==> src/core/gtf_map.svh <==
`ifndef GTF_MAP_SVH
`define GTF_MAP_SVH

// Register offsets on the register port.
`define GTF_ADDR_PIN_CFG      8'h05
`define GTF_ADDR_CONV_SETUP   8'h06
`define GTF_ADDR_SEQ_START    8'h07
`define GTF_ADDR_FILTER       8'h08

// Reset values.
`define GTF_RST_PIN_CFG       7'h00
`define GTF_RST_CONV_SETUP    8'h00
`define GTF_RST_SEQ_START     7'h3a
`define GTF_RST_FILTER        8'h00
`define GTF_RDATA_ZERO        8'h00

// Field positions.
`define GTF_DIR_RANGE         7:6
`define GTF_ISEL_RANGE        5:4
`define GTF_OSEL_RANGE        2:0
`define GTF_DEST_RANGE        6:4
`define GTF_KIND_RANGE        1:0
`define GTF_SEQ_RANGE         6:0
`define GTF_FLT_RSVD_BIT      6
`define GTF_FLT_TYPE_RANGE    5:4
`define GTF_RATE_RANGE        3:0

// Accepted window of pin-triggered sequence start addresses.
`define GTF_SEQ_ADDR_MIN      8'h3a
`define GTF_SEQ_ADDR_MAX      8'h6f

// Timing: clock period and half period of the nominal system clock.
`define GTF_CLK_PERIOD_PS     25000
`define GTF_SYSCLK_HALF_PS    203583
`define GTF_SYSCLK_HALF_CYC   (`GTF_SYSCLK_HALF_PS / `GTF_CLK_PERIOD_PS)

`endif

==> src/core/gtf_pkg.sv <==
package gtf_pkg;
	typedef enum logic [1:0] {GTF_DIR_INPUT = 2'h0, GTF_DIR_RSVD = 2'h1,
		GTF_DIR_OPEN_DRAIN = 2'h2, GTF_DIR_PUSH_PULL = 2'h3} gtf_dir_t;
	typedef enum logic [1:0] {GTF_ISEL_OFF = 2'h0, GTF_ISEL_CONV = 2'h1,
		GTF_ISEL_SEQ = 2'h2, GTF_ISEL_RSVD = 2'h3} gtf_isel_t;
	typedef enum logic [2:0] {GTF_OSEL_HIZ = 3'h0, GTF_OSEL_IRQ_LOW = 3'h1,
		GTF_OSEL_IRQ_HIGH = 3'h2, GTF_OSEL_LOW = 3'h3, GTF_OSEL_HIGH = 3'h4,
		GTF_OSEL_LOW_SWITCH = 3'h5, GTF_OSEL_MOD_ACTIVE = 3'h6,
		GTF_OSEL_SYSCLK = 3'h7} gtf_osel_t;
	typedef enum logic [1:0] {GTF_PWR_NORMAL = 2'h0, GTF_PWR_STANDBY = 2'h1,
		GTF_PWR_SLEEP = 2'h2, GTF_PWR_OTHER = 2'h3} gtf_power_t;
	typedef enum logic [1:0] {GTF_ST_IDLE = 2'h0, GTF_ST_WAKE = 2'h1,
		GTF_ST_SPARE = 2'h2} gtf_fsm_t;
	typedef enum logic [1:0] {GTF_FLT_BOTH = 2'h0, GTF_FLT_50HZ = 2'h1,
		GTF_FLT_60HZ = 2'h2, GTF_FLT_SINC4 = 2'h3} gtf_filter_t;
	typedef struct packed {
		gtf_dir_t  dir;
		gtf_isel_t isel;
		gtf_osel_t osel;
	} gtf_pin_cfg_t;
endpackage

==> src/core/gtf_pin_if.sv <==
`timescale 1ns/1ps
// Carries the pin configuration and status sources to the pin driver.
interface gtf_pin_if;
	gtf_pkg::gtf_pin_cfg_t cfg;
	logic                  irq;
	logic                  mod_active;
	logic                  lsw_on;
	logic                  out;
	logic                  oe;
	modport drv (input cfg, input irq, input mod_active, input lsw_on, output out, output oe);
	modport ctl (output cfg, output irq, output mod_active, output lsw_on, input out, input oe);
endinterface // gtf_pin_if

==> src/core/gtf_aux_pin.sv <==
`timescale 1ns/1ps
`include "gtf_map.svh"
// Operation
// RL1 - Reserved-code pin config writes are discarded.
// RL2 - Direction: input, reserved, open-drain, push-pull.
// RL3 - Input: off, edge conversion, edge sequence.
// RL4 - Output: hi-Z, interrupts, constant low/high.
// RL5 - Output: low-side switch, modulator status, clock.
// RL6 - Edge in sleep wakes first, then starts.
// RL7 - Outside holds input levels two clock periods.
// RL8 - Conversion setup write never starts conversion.
// RL9 - Destination field picks result register 0-7.
// RL10 - Kind: single, continuous, duty-cycled low-power.
// RL11 - Sequence address write never starts sequence.
// RL12 - Sequence address accepts only 0x3A..0x6F.
// RL13 - Seven-bit start address, resets to 0x3A.
// RL14 - Software writes zero to filter bit 6.
// RL15 - Filter type: 50/60, 50, 60, sinc4.
// RL16 - Rate field meaning depends on filter type.
// RL17 - Pin sequence starts at stored address.
// RL18 - Synchronise pin, detect rise from samples.
module gtf_aux_pin (
	input  wire logic       REF_CLK,
	input  wire logic       RSTN,
	input  wire logic [7:0] REG_ADDR,
	input  wire logic       REG_WR,
	input  wire logic       REG_RD,
	input  wire logic [7:0] REG_WDATA,
	output logic      [7:0] REG_RDATA,
	input  wire logic       GPIO1_IN,
	output logic            GPIO1_OUT,
	output logic            GPIO1_OE,
	input  wire logic       IRQ_ACTIVE,
	input  wire logic       MOD_ACTIVE,
	input  wire logic       LSW_ON,
	input  wire logic [1:0] POWER_STATE,
	output logic            WAKE_REQ,
	output logic            CONV_START,
	output logic      [2:0] CONV_DEST,
	output logic      [1:0] CONV_KIND,
	output logic            SEQ_START,
	output logic      [6:0] SEQ_START_ADDR,
	output logic      [1:0] FILTER_TYPE,
	output logic      [3:0] FILTER_RATE
);
	typedef struct packed {
		gtf_pkg::gtf_pin_cfg_t  cfg;
		logic [2:0]             dest;
		logic [1:0]             kind;
		logic [6:0]             seq_addr;
		logic                   flt_rsvd;
		gtf_pkg::gtf_filter_t   flt_type;
		logic [3:0]             rate;
		logic [7:0]             rdata;
		gtf_pkg::gtf_fsm_t      fsm;
		logic                   pend_seq;
		logic                   wake_req;
		logic                   conv_start;
		logic                   seq_start;
		logic [6:0]             start_addr;
		logic [2:0]             start_dest;
		logic [1:0]             start_kind;
		logic [1:0]             flt_type_o;
		logic [3:0]             rate_o;
	} gtf_top_st_t;

	gtf_top_st_t r;
	gtf_top_st_t next_r;
	logic        rise;
	logic        trig;
	logic        trig_seq;
	logic        pwr_normal;
	logic        wr_cfg_ok;
	logic        wr_seq_ok;

	gtf_pin_if pin_bus ();

	// Pin input is brought onto the clock before any edge decision.
	gtf_edge_sync u_sync (
		.clk    (REF_CLK),
		.rstn   (RSTN),
		.pin_in (GPIO1_IN),
		.rise   (rise)
	);

	// Output function selection and pin drive.
	gtf_pin_drive u_drive (
		.clk  (REF_CLK),
		.rstn (RSTN),
		.pin  (pin_bus.drv)
	);

	assign pin_bus.cfg        = r.cfg;
	assign pin_bus.irq        = IRQ_ACTIVE;
	assign pin_bus.mod_active = MOD_ACTIVE;
	assign pin_bus.lsw_on     = LSW_ON;

	// An edge only counts while the pin is an input with a start function.
	assign trig       = rise && r.cfg.dir == gtf_pkg::GTF_DIR_INPUT &&
		(r.cfg.isel == gtf_pkg::GTF_ISEL_CONV || r.cfg.isel == gtf_pkg::GTF_ISEL_SEQ); // RL3
	assign trig_seq   = r.cfg.isel == gtf_pkg::GTF_ISEL_SEQ; // RL3
	assign pwr_normal = POWER_STATE == gtf_pkg::GTF_PWR_NORMAL;
	// A reserved code in any field rejects the whole write.
	assign wr_cfg_ok  = REG_WDATA[`GTF_DIR_RANGE] != gtf_pkg::GTF_DIR_RSVD &&
		REG_WDATA[`GTF_ISEL_RANGE] != gtf_pkg::GTF_ISEL_RSVD; // RL1
	assign wr_seq_ok  = REG_WDATA >= `GTF_SEQ_ADDR_MIN && REG_WDATA <= `GTF_SEQ_ADDR_MAX; // RL12

	// Register writes, read-back and the trigger sequencer.
	always_comb begin
		next_r            = r;
		next_r.conv_start = 1'b0;
		next_r.seq_start  = 1'b0;
		next_r.flt_type_o = r.flt_type; // RL15
		next_r.rate_o     = r.rate; // RL16
		if (REG_WR) begin
			case (REG_ADDR)
				`GTF_ADDR_PIN_CFG: begin
					if (wr_cfg_ok) begin // RL1
						next_r.cfg.dir  = gtf_pkg::gtf_dir_t'(REG_WDATA[`GTF_DIR_RANGE]); // RL2
						next_r.cfg.isel = gtf_pkg::gtf_isel_t'(REG_WDATA[`GTF_ISEL_RANGE]);
						next_r.cfg.osel = gtf_pkg::gtf_osel_t'(REG_WDATA[`GTF_OSEL_RANGE]);
					end
				end
				`GTF_ADDR_CONV_SETUP: begin
					// Storing only; the start path below never looks at writes.
					next_r.dest = REG_WDATA[`GTF_DEST_RANGE]; // RL8
					next_r.kind = REG_WDATA[`GTF_KIND_RANGE]; // RL10
				end
				`GTF_ADDR_SEQ_START: begin
					if (wr_seq_ok) begin
						next_r.seq_addr = REG_WDATA[`GTF_SEQ_RANGE]; // RL11
					end
				end
				`GTF_ADDR_FILTER: begin
					// Bit 6 is kept as written so software sees what it stored.
					next_r.flt_rsvd = REG_WDATA[`GTF_FLT_RSVD_BIT]; // RL14
					next_r.flt_type = gtf_pkg::gtf_filter_t'(REG_WDATA[`GTF_FLT_TYPE_RANGE]);
					next_r.rate     = REG_WDATA[`GTF_RATE_RANGE]; // RL16
				end
				default: begin
				end
			endcase
		end
		if (REG_RD) begin
			next_r.rdata = `GTF_RDATA_ZERO;
			case (REG_ADDR)
				`GTF_ADDR_PIN_CFG: begin
					next_r.rdata[`GTF_DIR_RANGE]  = r.cfg.dir;
					next_r.rdata[`GTF_ISEL_RANGE] = r.cfg.isel;
					next_r.rdata[`GTF_OSEL_RANGE] = r.cfg.osel;
				end
				`GTF_ADDR_CONV_SETUP: begin
					next_r.rdata[`GTF_DEST_RANGE] = r.dest;
					next_r.rdata[`GTF_KIND_RANGE] = r.kind;
				end
				`GTF_ADDR_SEQ_START: begin
					next_r.rdata[`GTF_SEQ_RANGE] = r.seq_addr;
				end
				`GTF_ADDR_FILTER: begin
					next_r.rdata[`GTF_FLT_RSVD_BIT]   = r.flt_rsvd;
					next_r.rdata[`GTF_FLT_TYPE_RANGE] = r.flt_type;
					next_r.rdata[`GTF_RATE_RANGE]     = r.rate;
				end
				default: begin
				end
			endcase
		end
		// Edges that arrive while waiting for wake-up are dropped.
		case (r.fsm)
			gtf_pkg::GTF_ST_IDLE: begin
				if (trig) begin
					next_r.pend_seq = trig_seq;
					if (pwr_normal) begin
						next_r.conv_start = ~trig_seq;
						next_r.seq_start  = trig_seq;
						next_r.start_addr = r.seq_addr; // RL17
						next_r.start_dest = r.dest; // RL9
						next_r.start_kind = r.kind; // RL10
					end else begin
						next_r.wake_req = 1'b1; // RL6
						next_r.fsm      = gtf_pkg::GTF_ST_WAKE;
					end
				end
			end
			gtf_pkg::GTF_ST_WAKE: begin
				if (pwr_normal) begin
					next_r.wake_req   = 1'b0;
					next_r.conv_start = ~r.pend_seq; // RL6
					next_r.seq_start  = r.pend_seq;
					next_r.start_addr = r.seq_addr; // RL17
					next_r.start_dest = r.dest; // RL9
					next_r.start_kind = r.kind;
					next_r.fsm        = gtf_pkg::GTF_ST_IDLE;
				end
			end
			default: begin
				next_r.wake_req = 1'b0;
				next_r.fsm      = gtf_pkg::GTF_ST_IDLE;
			end
		endcase
	end

	// State register with documented reset values.
	always_ff @(posedge REF_CLK or negedge RSTN) begin
		if (!RSTN) begin
			r          <= '0;
			r.cfg      <= `GTF_RST_PIN_CFG; // RL2
			r.seq_addr <= `GTF_RST_SEQ_START; // RL13
			r.flt_type <= gtf_pkg::GTF_FLT_BOTH; // RL15
		end else begin
			r <= next_r;
		end
	end

	assign REG_RDATA      = r.rdata;
	assign GPIO1_OUT      = pin_bus.out;
	assign GPIO1_OE       = pin_bus.oe;
	assign WAKE_REQ       = r.wake_req;
	assign CONV_START     = r.conv_start;
	assign CONV_DEST      = r.start_dest;
	assign CONV_KIND      = r.start_kind;
	assign SEQ_START      = r.seq_start;
	assign SEQ_START_ADDR = r.start_addr;
	assign FILTER_TYPE    = r.flt_type_o;
	assign FILTER_RATE    = r.rate_o;
endmodule // gtf_aux_pin

==> src/core/gtf_edge_sync.sv <==
`timescale 1ns/1ps
module gtf_edge_sync (
	input  wire logic clk,
	input  wire logic rstn,
	input  wire logic pin_in,
	output logic      rise
);
	typedef struct packed {
		logic meta;
		logic sync;
		logic last;
		logic rise;
	} gtf_sync_st_t;

	gtf_sync_st_t r;
	gtf_sync_st_t next_r;

	// Two stages settle the pin; only the second stage feeds the comparison.
	always_comb begin
		next_r      = r;
		next_r.meta = pin_in;
		next_r.sync = r.meta;
		next_r.last = r.sync;
		next_r.rise = r.sync & ~r.last; // RL18
	end

	// State register.
	always_ff @(posedge clk or negedge rstn) begin
		if (!rstn) begin
			r <= '0;
		end else begin
			r <= next_r;
		end
	end

	assign rise = r.rise;
endmodule // gtf_edge_sync

==> src/core/gtf_pin_drive.sv <==
`timescale 1ns/1ps
`include "gtf_map.svh"
module gtf_pin_drive (
	input  wire logic clk,
	input  wire logic rstn,
	gtf_pin_if.drv    pin
);
	typedef struct packed {
		logic       out;
		logic       oe;
		logic       sysclk;
		logic [3:0] div;
	} gtf_drv_st_t;

	gtf_drv_st_t r;
	gtf_drv_st_t next_r;
	logic        level;

	// The divided clock is coarse: it only approximates the nominal rate.
	always_comb begin
		next_r = r;
		level  = 1'b0;
		if (r.div == 4'(`GTF_SYSCLK_HALF_CYC - 1)) begin
			next_r.div    = '0;
			next_r.sysclk = ~r.sysclk;
		end else begin
			next_r.div = r.div + 4'h1;
		end
		case (pin.cfg.osel) // RL4
			gtf_pkg::GTF_OSEL_IRQ_LOW:    level = ~pin.irq;
			gtf_pkg::GTF_OSEL_IRQ_HIGH:   level = pin.irq;
			gtf_pkg::GTF_OSEL_LOW:        level = 1'b0;
			gtf_pkg::GTF_OSEL_HIGH:       level = 1'b1;
			gtf_pkg::GTF_OSEL_LOW_SWITCH: level = ~pin.lsw_on; // RL5
			gtf_pkg::GTF_OSEL_MOD_ACTIVE: level = pin.mod_active; // RL5
			gtf_pkg::GTF_OSEL_SYSCLK:     level = r.sysclk; // RL5
			default:                      level = 1'b0;
		endcase
		// Open drain only ever pulls low; the low-side switch forces that mode.
		next_r.out = 1'b0;
		next_r.oe  = 1'b0;
		if (pin.cfg.osel != gtf_pkg::GTF_OSEL_HIZ) begin
			if (pin.cfg.dir == gtf_pkg::GTF_DIR_PUSH_PULL &&
				pin.cfg.osel != gtf_pkg::GTF_OSEL_LOW_SWITCH) begin // RL2
				next_r.out = level;
				next_r.oe  = 1'b1;
			end else if (pin.cfg.dir == gtf_pkg::GTF_DIR_PUSH_PULL ||
				pin.cfg.dir == gtf_pkg::GTF_DIR_OPEN_DRAIN) begin // RL2
				next_r.oe = ~level;
			end
		end
	end

	// State register.
	always_ff @(posedge clk or negedge rstn) begin
		if (!rstn) begin
			r <= '0;
		end else begin
			r <= next_r;
		end
	end

	assign pin.out = r.out;
	assign pin.oe  = r.oe;
endmodule // gtf_pin_drive

==> config.mk <==
export PLATFORM = sky130hd
export DESIGN_NAME = gtf_aux_pin
export DESIGN_NICKNAME = d
export VERILOG_FILES = /design/src/core/gtf_pkg.sv /design/src/core/gtf_pin_if.sv /design/src/core/gtf_aux_pin.sv /design/src/core/gtf_edge_sync.sv /design/src/core/gtf_pin_drive.sv
export VERILOG_INCLUDE_DIRS = /design/src /design/src/core
export SDC_FILE = /design/constraint.sdc
export NUM_CORES = 1
export LEC_CHECK = 0
export ABC_AREA = 1
export BUFFER_PORTS_ARGS = -buffer_cell sky130_fd_sc_hd__buf_4
export CORE_MARGIN = 2
export CORE_UTILIZATION = 45
export DETAILED_ROUTE_END_ITERATION = 8
export PLACE_DENSITY = 0.68
export SLEW_MARGIN = 20
export SYNTH_ARGS = -nofsm -noshare
export SYNTH_HDL_FRONTEND = slang
export SYNTH_SLANG_ARGS = --single-unit
==> constraint.sdc <==
create_clock -name REF_CLK -period 2.4 [get_ports REF_CLK]
set_clock_uncertainty 0.2 [all_clocks]
set_input_delay 0.36 -clock REF_CLK [delete_from_list [all_inputs] [get_ports REF_CLK]]
set_output_delay 0.36 -clock REF_CLK [all_outputs]
set_load 0.01 [all_outputs]
==> impl_metrics.csv, run 1 <==
group,metric,value,unit
run_status,outcome,"completed",
sta,tns,0,ps
worst_setup_path,crit_required,2420,ps
global_route,grt-ovfl-total,0,
worst_setup_path,critPathArrivalTime,1850,ps
power_and_ir_drop,leakage,1.99,nW
global_route,grt_antenna_before_repair,0,
cells_and_area,stdcell_count,495,
synthesis,synth-seq-cells,68,
drt,routed_via_density,4.81,
cells_and_area,fill_cells,620,
drt,wl_per_cell,13.2,um
sta,slew_headroom,0.443,
power_and_ir_drop,p_int,2.09,mW
power_and_ir_drop,power_frac_seq,0.466,
cts,cts_tree,"done",
sta,rsz0062_at_grt,"false",
cells_and_area,area_growth,17.2,%
floorplan,start_util,0.470,
cts,clockRootBuffer,"clkbuf_8",
floorplan,die_w,88.7,um
floorplan,dieArea,7880,um2
power_and_ir_drop,power.share.clock,0.420,
drt,routed_wl,6540,um
sta,final_max_slew_viol_count,0,
cells_and_area,nNetsFinal,422,
power_and_ir_drop,pwr_density_cell,725,nW/um2
synthesis,synth-edff-count,0,
place,gp_congestion,0.822,
place,hpwl,4830,um
global_route,use_met1,0.270,
cts,cts_sinks,68,
power_and_ir_drop,power_frac_comb,0.114,
cells_and_area,n_antenna_cell,0,
cts,numCtsBuffers,9,
worst_setup_path,endpoint_kind,"register",
job,maxCapViolations,0,
worst_setup_path,path_cells,"inv_1 > ha_1 > nor2_1 > nand3_2 > nand2_2 > nand2_2 > nand2_1 > o21ai_1",
power_and_ir_drop,ir_drop,0.456,mV
global_route,grt.busiest_layer,"met1",
worst_setup_path,reg2reg_setup_slack,580,ps
cts,ctsHoldBuffers,2,
global_route,grt_use_total,0.184,
sta,layout_min_cycle_time,1820,ps
sta,worstMarginPinSlew,835,ps
sta,setup_viol,0,
cts,post_cts_resized,0,
global_route,grtUsageMet2,0.267,
place,io_buffer_count,56,
synthesis,yosysUniqueCellTypes,27,
cts,clk_path_buf_depth,2,
power_and_ir_drop,p_sw,654,uW
sta,fin_crit_sh,0.759,
place,dp_slack,582,ps
place,placedCellCount,477,
synthesis,ys_warn_count,0,
sta,hold_ws,68.9,ps
synthesis,synth_ff_type,"dfrtp_1",
worst_setup_path,critical-path-max-stage-delay,370,ps
drt,vias,2379,
worst_setup_path,critical_path_class,"register to register",
worst_setup_path,critPathMaxFanout,17,
floorplan,boundaryPins,57,
global_route,grt_util_met3,0.0345,
drt,drt_iter0_drc,169,
cells_and_area,drive_above_1_share,0.261,
synthesis,netlist_instances,356,
global_route,grt_pass1_wl,10900,um
worst_setup_path,path_common_cell,"nand2_2",
drt,dr.pass1.iters,4,
sta,max_freq,549,MHz
floorplan,die_y,88.7,um
cts,postCtsSetupRepairBufs,0,
cells_and_area,fin_util,0.551,
worst_setup_path,worst_setup_path_start_kind,"register",
sta,layout_setup_ws,578,ps
floorplan,core.rowCount,30,
min_path,holdCritPathClass,"input port to register",
cts,clk_latency,340,ps
global_route,grt_max_degree,69,
drt,drc,0,
synthesis,synth_async_sr_flop_share,1.00,
drt,ant_nets,0,
sta,hold_viol,0,
floorplan,core,6870,um2
synthesis,synth_fp_nets,384,
global_route,grt_pass1_vias,2262,
synthesis,ys_seq_area_frac,0.528,
cts,path_clk_slew,80,ps
synthesis,synthesis.area,3230,um2
synthesis,syn_area_per_cell,9.08,um2
cts,h-tree-depth,3,
power_and_ir_drop,p_sw_frac,0.238,
worst_setup_path,critPathSlowestCell,"dfrtp_1",
==> area by class of cell <==
type	instances	area (um2)	share of cell area
Sequential cell	68	1710	0.451
Multi-Input combinational cell	224	1140	0.302
Timing Repair Buffer	59	448	0.118
Clock buffer	11	141	0.0373
Inverter	32	120	0.0317
Tap cell	96	120	0.0317
Clock inverter	5	108	0.0284
==> worst max-delay path, delay by kind of cell (launching register included) <==
family	cells	cell delay (ps)
simple gates	5	730
compound gates	1	70
buf+inv	1	50
fa+ha+maj	1	280
flops	1	370
==> through the flow <==
stage | instance area (um2) | total power, mW
2_1_floorplan | 3230 | 1.49
3_3_place_gp | 3520 | 1.61
3_5_place_dp | 3520 | 1.62
4_1_cts | 3790 | 2.78
5_1_grt | 3790 | 2.87
6_report | 3790 | 2.75
==> cells in the final DEF (no fill, tap or decap), drive strengths merged <==
cell	netlist	layout
clkinv	0	1
clkbuf	0	11
o21ai	36	36
ha	2	2
nor2	21	21
bufinv	0	3
dlygate4sd3	0	2
nand3	45	45
dfstp	4	4
nor3	1	1
nand2	106	106
buf	32	57
a21oi	5	5
and2	1	1
dfrtp	64	64
inv	32	33
a31oi	1	1
xor2	3	3
o31ai	3	3
==> registers in the layout, indices dropped and copies added (netlist names), 2 cells and up <==
register / count
u_sync.next_r: 2
REG_RDATA: 8
SEQ_START_ADDR: 7
pin_bus.cfg: 7
CONV_KIND: 2
u_drive.r: 5
FILTER_TYPE: 2
CONV_DEST: 3
next_r: 6
r: 15
FILTER_RATE: 4
==> layer usage <==
metal	wire length [um]	up-vias	share of wire
met3	364	12	0.056
met1	3180	1100	0.49
li1	-	1202	-
met5	0	-	0
met4	137	0	0.021
met2	2850	65	0.44
==> final timing paths <==
kind,startpoint,end,cells past startpoint
min in group asynchronous,RSTN,u_drive.r[0],2
worst min-delay path,REG_WDATA[3],r[42],3
worst max-delay path,pin_bus.cfg[3],CONV_DEST[0],8
worst min register to register,u_sync.next_r[2],u_sync.next_r[1],0
worst max register to register,pin_bus.cfg[3],CONV_DEST[0],8
max in group asynchronous,RSTN,r[21],2
==> cells by family (layout without fill, tap and decap cells) <==
family                   count (synthesis)  after routing  synth area share
AO/OA/AOI/OAI                           45             45            0.0863
XOR/XNOR                                 3              3           0.00813
adder cells (fa/ha/maj)                  2              2           0.00774
buffers and inverters                   64            107             0.118
flip-flops                              68             68             0.528
AND/OR/NAND/NOR                        174            174             0.251
==> synth_stat cells (3+ instances only) <==
cell     number  area [um2]
dfrtp_1      64        1600
nor2_2        3        18.8
o21ai_2       8        70.1
xor2_1        3        26.3
inv_1        31         116
o21ai_0       6        30.0
buf_6         6        67.6
dfstp_2       4         105
nor2_4        4        45.0
nand3_1      42         210
a21oi_1       3        15.0
o31ai_1       3        22.5
nor2_1       14        52.6
buf_4        26         195
nand2_2       5        31.3
nand2_1     100         375
o21ai_1      22         110
==> power groups by stage <==
stage	Clock, mW	Combinational (mW)	Sequential [mW]
after floorplan	0	0.212	1.28
after detailed placement	0	0.317	1.30
after global placement	0	0.308	1.30
final	1.15	0.314	1.28
after CTS	1.18	0.320	1.28
after global routing	1.23	0.352	1.29
(Power assumes the default switching activity.)
==> inputs of run 2 (changes only) <==
==> constraint.sdc (replaced) <==
create_clock -name REF_CLK -period 1.8 [get_ports REF_CLK]
set_clock_uncertainty 0.2 [all_clocks]
set_input_delay 0.27 -clock REF_CLK [delete_from_list [all_inputs] [get_ports REF_CLK]]
set_output_delay 0.27 -clock REF_CLK [all_outputs]
set_load 0.01 [all_outputs]
==> run 2 against run 1 <==
Against the previous run:
- clock-buffer cell count rose by 4
- sequential power up 33%
- clock power barely moved
- first-iteration DRC count shrank 23%
- final cell count rose by 2.8%
- via count rose by 3.0%
- worst hold slack worse by 38 ps
- register-to-register slack worse by 490 ps
- largest power group unchanged
==> impl_metrics.csv, run 2 (synthesized netlist as in run 1, its figures left out) <==
group,metric,value,unit
run_status,outcome,"completed",
place,hpwl,5070,um
global_route,grt-ovfl-total,0,
sta,worstMarginPinSlew,411,ps
place,place_area,3570,um2
floorplan,start_util,0.470,
min_path,holdCritPathClass,"input port to register",
worst_setup_path,critical_path_class,"input port to register",
global_route,grt_pass1_wl,11200,um
worst_setup_path,crit_required,1830,ps
sta,rsz0062_at_grt,"true",
worst_setup_path,critPathSlowestCell,"dlygate4sd3_1",
sta,layout_min_cycle_time,1710,ps
cells_and_area,nNetsFinal,436,
min_path,whs_path_depth,4,
cts,clk_latency,340,ps
cells_and_area,stdcell_count,509,
cells_and_area,top_register,"r",
min_path,min_to,"SEQ_START_ADDR[3]",
cells_and_area,final_common_cell,"nand2_1",
worst_setup_path,reg2reg_setup_slack,90,ps
place,gp_congestion,0.901,
cells_and_area,fin_util,0.567,
drt,drc,0,
worst_setup_path,critical-path-max-stage-delay,590,ps
cts,cts_tree,"done",
min_path,worstHoldStart,"POWER_STATE[1]",
drt,ant_nets,0,
cells_and_area,area_growth,20.6,%
drt,wl_per_cell,13.1,um
global_route,grt_antenna_before_repair,0,
sta,hold_ws,30.4,ps
worst_setup_path,critPathArrivalTime,1740,ps
cells_and_area,largest_reg_flops,15,
cts,path_clk_slew,70,ps
worst_setup_path,rr_startpoint,"pin_bus.cfg[3]",
cts,h-tree-depth,3,
place,placedCellCount,481,
sta,hold_viol,0,
worst_setup_path,crit-reg2reg-capture,"CONV_DEST[2]",
floorplan,boundaryPins,57,
cts,numCtsBuffers,9,
cts,postCtsSetupRepairBufs,0,
sta,fin_crit_sh,0.951,
cts,cts_sinks,68,
sta,final_max_slew_viol_count,0,
cells_and_area,final_area,3900,um2
job,maxCapViolations,0,
power_and_ir_drop,ir_drop,0.541,mV
cts,clk_path_buf_depth,2,
sta,setup_viol,0,
floorplan,core,6870,um2
drt,dr.pass1.iters,4,
floorplan,die_y,88.7,um
sta,max_freq,584,MHz
worst_setup_path,rr_worst_depth,8,
worst_setup_path,critPathTopFamily,"buffers and inverters",
global_route,grt_max_degree,35,
sta,layout_setup_ws,89.0,ps
floorplan,core.rowCount,30,
power_and_ir_drop,power.total,3.34,mW
worst_setup_path,worst-path-buf-inv,3,
drt,routed_via_density,4.82,
cells_and_area,drive_above_1_share,0.262,
cells_and_area,n_antenna_cell,0,
place,io_buffer_count,56,
global_route,grt_pass1_vias,2351,
power_and_ir_drop,leakage,2.05,nW
worst_setup_path,path_cells,"dlygate4sd3_1 > buf_4 > nor2_4 > dlygate4sd3_1 > a21oi_1",
global_route,grt_use_total,0.190,
worst_setup_path,worst_setup_path_start_kind,"input port",
cts,clockRootBuffer,"clkbuf_8",
worst_setup_path,path_common_cell,"dlygate4sd3_1",
floorplan,die_w,88.7,um
cells_and_area,final_cell_mix,"nand2_1 (100), dfrtp_1 (64), buf_4 (59), nand3_1 (42), inv_1 (31)",
floorplan,dieArea,7880,um2
power_and_ir_drop,pwr_density_cell,857,nW/um2
drt,routed_wl,6660,um
drt,drt_iter0_drc,130,
sta,slew_headroom,0.725,
worst_setup_path,critPathMaxFanout,6,
sta,tns,0,ps
worst_setup_path,endpoint_kind,"register",
cells_and_area,fill_cells,620,
drt,vias,2451,
place,dp_slack,87.1,ps
## run 2: changes by cell type in the layout (fill, tap and decap cells not counted), moves of 2 or more
| cell | change |
|---|---|
| buf_12 | +2 |
| buf_4 | +2 |
| bufinv_16 | -3 |
| clkbuf_8 | +3 |
| dlygate4sd3_1 | +10 |
## run 2: area by class of cell
cell class	instances	area [um2]	share of cell area
clock inverters	1	5.00	0.00128
clock buffers	15	186	0.0478
well taps	96	120	0.0308
multi-input cells	224	1150	0.296
flip-flops and latches	68	1710	0.438
inverters	32	120	0.0308
repair buffers	73	603	0.155
## run 2: worst max path at each step
stage / start / end / slack [ps] / depth (start not counted)
2_1_floorplan: pin_bus.cfg[3] / SEQ_START_ADDR[0] / 140 / 9
3_3_place_gp: pin_bus.cfg[3] / CONV_DEST[2] / 140 / 8
3_5_place_dp: pin_bus.cfg[3] / CONV_KIND[1] / 90 / 8
4_1_cts: pin_bus.cfg[3] / CONV_KIND[1] / 30 / 8
5_1_grt: pin_bus.cfg[3] / CONV_KIND[1] / -20 / 8
6_report: POWER_STATE[0] / r[22] / 90 / 5
## run 2: timing repair
action	in CTS	in global routing
endpoints found under the setup margin	0	13
hold buffers	12	0
endpoints found under the hold margin	85	0
gates resized for setup	0	3
## run 2: power by group
group / internal [mW] / switching (mW)
sequential: 1.63 / 0.0685
clock: 0.650 / 0.533
combinational: 0.214 / 0.237
total: 2.50 / 0.839
## run 2: layer usage
metal  wire [um]  share of wire  GRT usage
met5           0              0          0
met2        3010           0.45      0.286
met4         106          0.016     0.0661
met1        3080           0.46      0.261
met3         466          0.070     0.0588
## run 2: worst reg2reg max path, cell delays in order, from the launching register on
cell and delay, ps:
dfrtp_1 370, inv_1 70, ha_1 310, nor2_1 130
nand3_2 120, nand2_2 120, nand2_4 120, nand2_1 80
o21ai_0 70
==> inputs of run 3 (changes only) <==
--- a/config.mk
+++ b/config.mk
@@ -11,7 +11,10 @@
 export CORE_MARGIN = 2
 export CORE_UTILIZATION = 45
 export DETAILED_ROUTE_END_ITERATION = 8
+export HOLD_SLACK_MARGIN = 0.06
 export PLACE_DENSITY = 0.68
+export RECOVER_POWER = 25
+export SKIP_LAST_GASP = 1
 export SLEW_MARGIN = 20
 export SYNTH_ARGS = -nofsm -noshare
 export SYNTH_HDL_FRONTEND = slang
==> run 3 against run 2 <==
Against the previous run:
- final cell count grew 0.20%
- flip-flop and latch count is the same
- power fell by 0.18%
- sequential share of layout area about the same
- final area is essentially flat
- maximum frequency barely moved
- clock power about the same
- via count is 0.20% higher
- die area did not move
- combinational power about the same
- first-iteration DRC count fell by 5.4%
==> impl_metrics.csv, run 3 (synthesized netlist as in run 1, its figures left out) <==
group,metric,value,unit
power_and_ir_drop,leakage,2.06,nW
cells_and_area,fin_util,0.567,
worst_setup_path,critPathMaxFanout,17,
floorplan,core.rowCount,30,
cells_and_area,nNetsFinal,437,
cells_and_area,fill_cells,619,
cts,clockRootBuffer,"clkbuf_8",
power_and_ir_drop,pwr_density_cell,856,nW/um2
global_route,grt_max_degree,35,
sta,slew_headroom,0.473,
sta,hold_viol,0,
cells_and_area,largest_reg_flops,15,
drt,routed_wl,6650,um
worst_setup_path,worst_setup_path_start_kind,"register",
power_and_ir_drop,ir_drop,0.542,mV
place,gp_congestion,0.901,
min_path,min_to,"SEQ_START",
sta,final_max_slew_viol_count,0,
cts,numCtsBuffers,9,
place,placedCellCount,481,
sta,fin_crit_sh,0.950,
place,hpwl,5070,um
power_and_ir_drop,p_sw,835,uW
sta,layout_setup_ws,90.4,ps
worst_setup_path,critPathSlowestCell,"dfrtp_1",
cts,h-tree-depth,3,
worst_setup_path,rr_worst_depth,8,
worst_setup_path,critPathTopFamily,"simple AND/OR/NAND/NOR gates",
cts,cts_tree,"done",
floorplan,die_y,88.7,um
sta,layout_min_cycle_time,1710,ps
drt,drc,0,
worst_setup_path,crit_required,1820,ps
cts,cts_sinks,68,
job,maxCapViolations,0,
cells_and_area,drive_above_1_share,0.261,
min_path,holdCritPathClass,"input port to register",
worst_setup_path,endpoint_kind,"register",
worst_setup_path,path_cells,"inv_1 > ha_1 > nor2_1 > nand3_2 > nand2_2 > nand2_4 > nand2_1 > o21ai_0",
global_route,grt_pass1_wl,11200,um
drt,drt_iter0_drc,123,
cells_and_area,final_common_cell,"nand2_1",
drt,wl_per_cell,13.0,um
min_path,worstHoldStart,"POWER_STATE[1]",
sta,rsz0062_at_grt,"true",
cts,clk_path_buf_depth,2,
cells_and_area,n_antenna_cell,0,
drt,routed_via_density,4.82,
sta,worstMarginPinSlew,791,ps
floorplan,core,6870,um2
power_and_ir_drop,power_frac_seq,0.511,
cells_and_area,top_register,"r",
floorplan,boundaryPins,57,
floorplan,start_util,0.470,
sta,setup_viol,0,
cts,path_clk_slew,70,ps
power_and_ir_drop,power_frac_comb,0.135,
place,place_area,3570,um2
drt,ant_nets,0,
cells_and_area,area_growth,20.5,%
cts,clk_latency,340,ps
worst_setup_path,rr_startpoint,"pin_bus.cfg[3]",
cells_and_area,final_area,3890,um2
min_path,whs_path_depth,4,
drt,vias,2456,
worst_setup_path,critPathArrivalTime,1730,ps
worst_setup_path,reg2reg_setup_slack,90,ps
drt,dr.pass1.iters,4,
global_route,grt_antenna_before_repair,0,
cells_and_area,final_cell_mix,"nand2_1 (100), dfrtp_1 (64), buf_4 (58), nand3_1 (42), inv_1 (31)",
sta,max_freq,585,MHz
global_route,grt_pass1_vias,2349,
global_route,grt-ovfl-total,0,
run_status,outcome,"completed",
worst_setup_path,critical_path_class,"register to register",
place,io_buffer_count,56,
power_and_ir_drop,p_int,2.50,mW
cells_and_area,stdcell_count,510,
floorplan,dieArea,7880,um2
global_route,grt_use_total,0.190,
worst_setup_path,crit-reg2reg-capture,"CONV_DEST[2]",
power_and_ir_drop,power.share.clock,0.354,
floorplan,die_w,88.7,um
sta,hold_ws,90.9,ps
power_and_ir_drop,p_sw_frac,0.251,
place,dp_slack,87.1,ps
worst_setup_path,critical-path-max-stage-delay,370,ps
worst_setup_path,worst-path-buf-inv,1,
run 3: timing repair:
action | CTS | global route
hold endpoints to repair | 101 | 0
hold buffers | 13 | 0
setup buffers | 0 | 0
resized for setup | 0 | 4
setup endpoints to repair | 0 | 13
run 3: cell type report:
type / instances / area (um2) / area share
Multi-Input combinational cell: 224 / 1150 / 0.297
Inverter: 32 / 120 / 0.0308
Timing Repair Buffer: 74 / 601 / 0.154
Clock inverter: 1 / 5.00 / 0.00129
Clock buffer: 15 / 186 / 0.0479
Sequential cell: 68 / 1710 / 0.438
Tap cell: 96 / 120 / 0.0308
run 3: stage by stage:
| step | power (mW) | setup TNS (ps) |
|---|---|---|
| final | 3.33 | 0 |
| after global routing | 3.50 | -57.7 |
| after CTS | 3.38 | 0 |
| after detailed placement | 2.16 | 0 |
| after global placement | 2.16 | 0 |
| after floorplan | 1.99 | 0 |
run 3: worst max path at each step:
stage / startpoint / endpoint / cells after the start
6_report: pin_bus.cfg[3] / CONV_DEST[2] / 8
5_1_grt: pin_bus.cfg[3] / CONV_KIND[1] / 8
4_1_cts: POWER_STATE[0] / SEQ_START_ADDR[5] / 6
3_5_place_dp: pin_bus.cfg[3] / CONV_KIND[1] / 8
3_3_place_gp: pin_bus.cfg[3] / CONV_DEST[2] / 8
2_1_floorplan: pin_bus.cfg[3] / SEQ_START_ADDR[0] / 9
run 3: power groups by stage:
stage,clock network (mW),logic [mW],registers [mW]
after floorplan,0,0.283,1.71
after global placement,0,0.423,1.73
after detailed placement,0,0.435,1.73
after CTS,1.22,0.457,1.70
after global routing,1.29,0.496,1.72
final,1.18,0.449,1.70
run 3: per-layer routing:
layer  GRT usage  share of wire  vias up
met5           0              0        -
met4      0.0661          0.016        0
met3      0.0588          0.066       10
met2       0.286           0.45       63
met1       0.261           0.47     1157
li1            -              -     1226
run 3: tightest hold or removal path: stages:
cell	delay, ps
buf_4	90
nor2_4	50
inv_1	120
a21oi_1	60
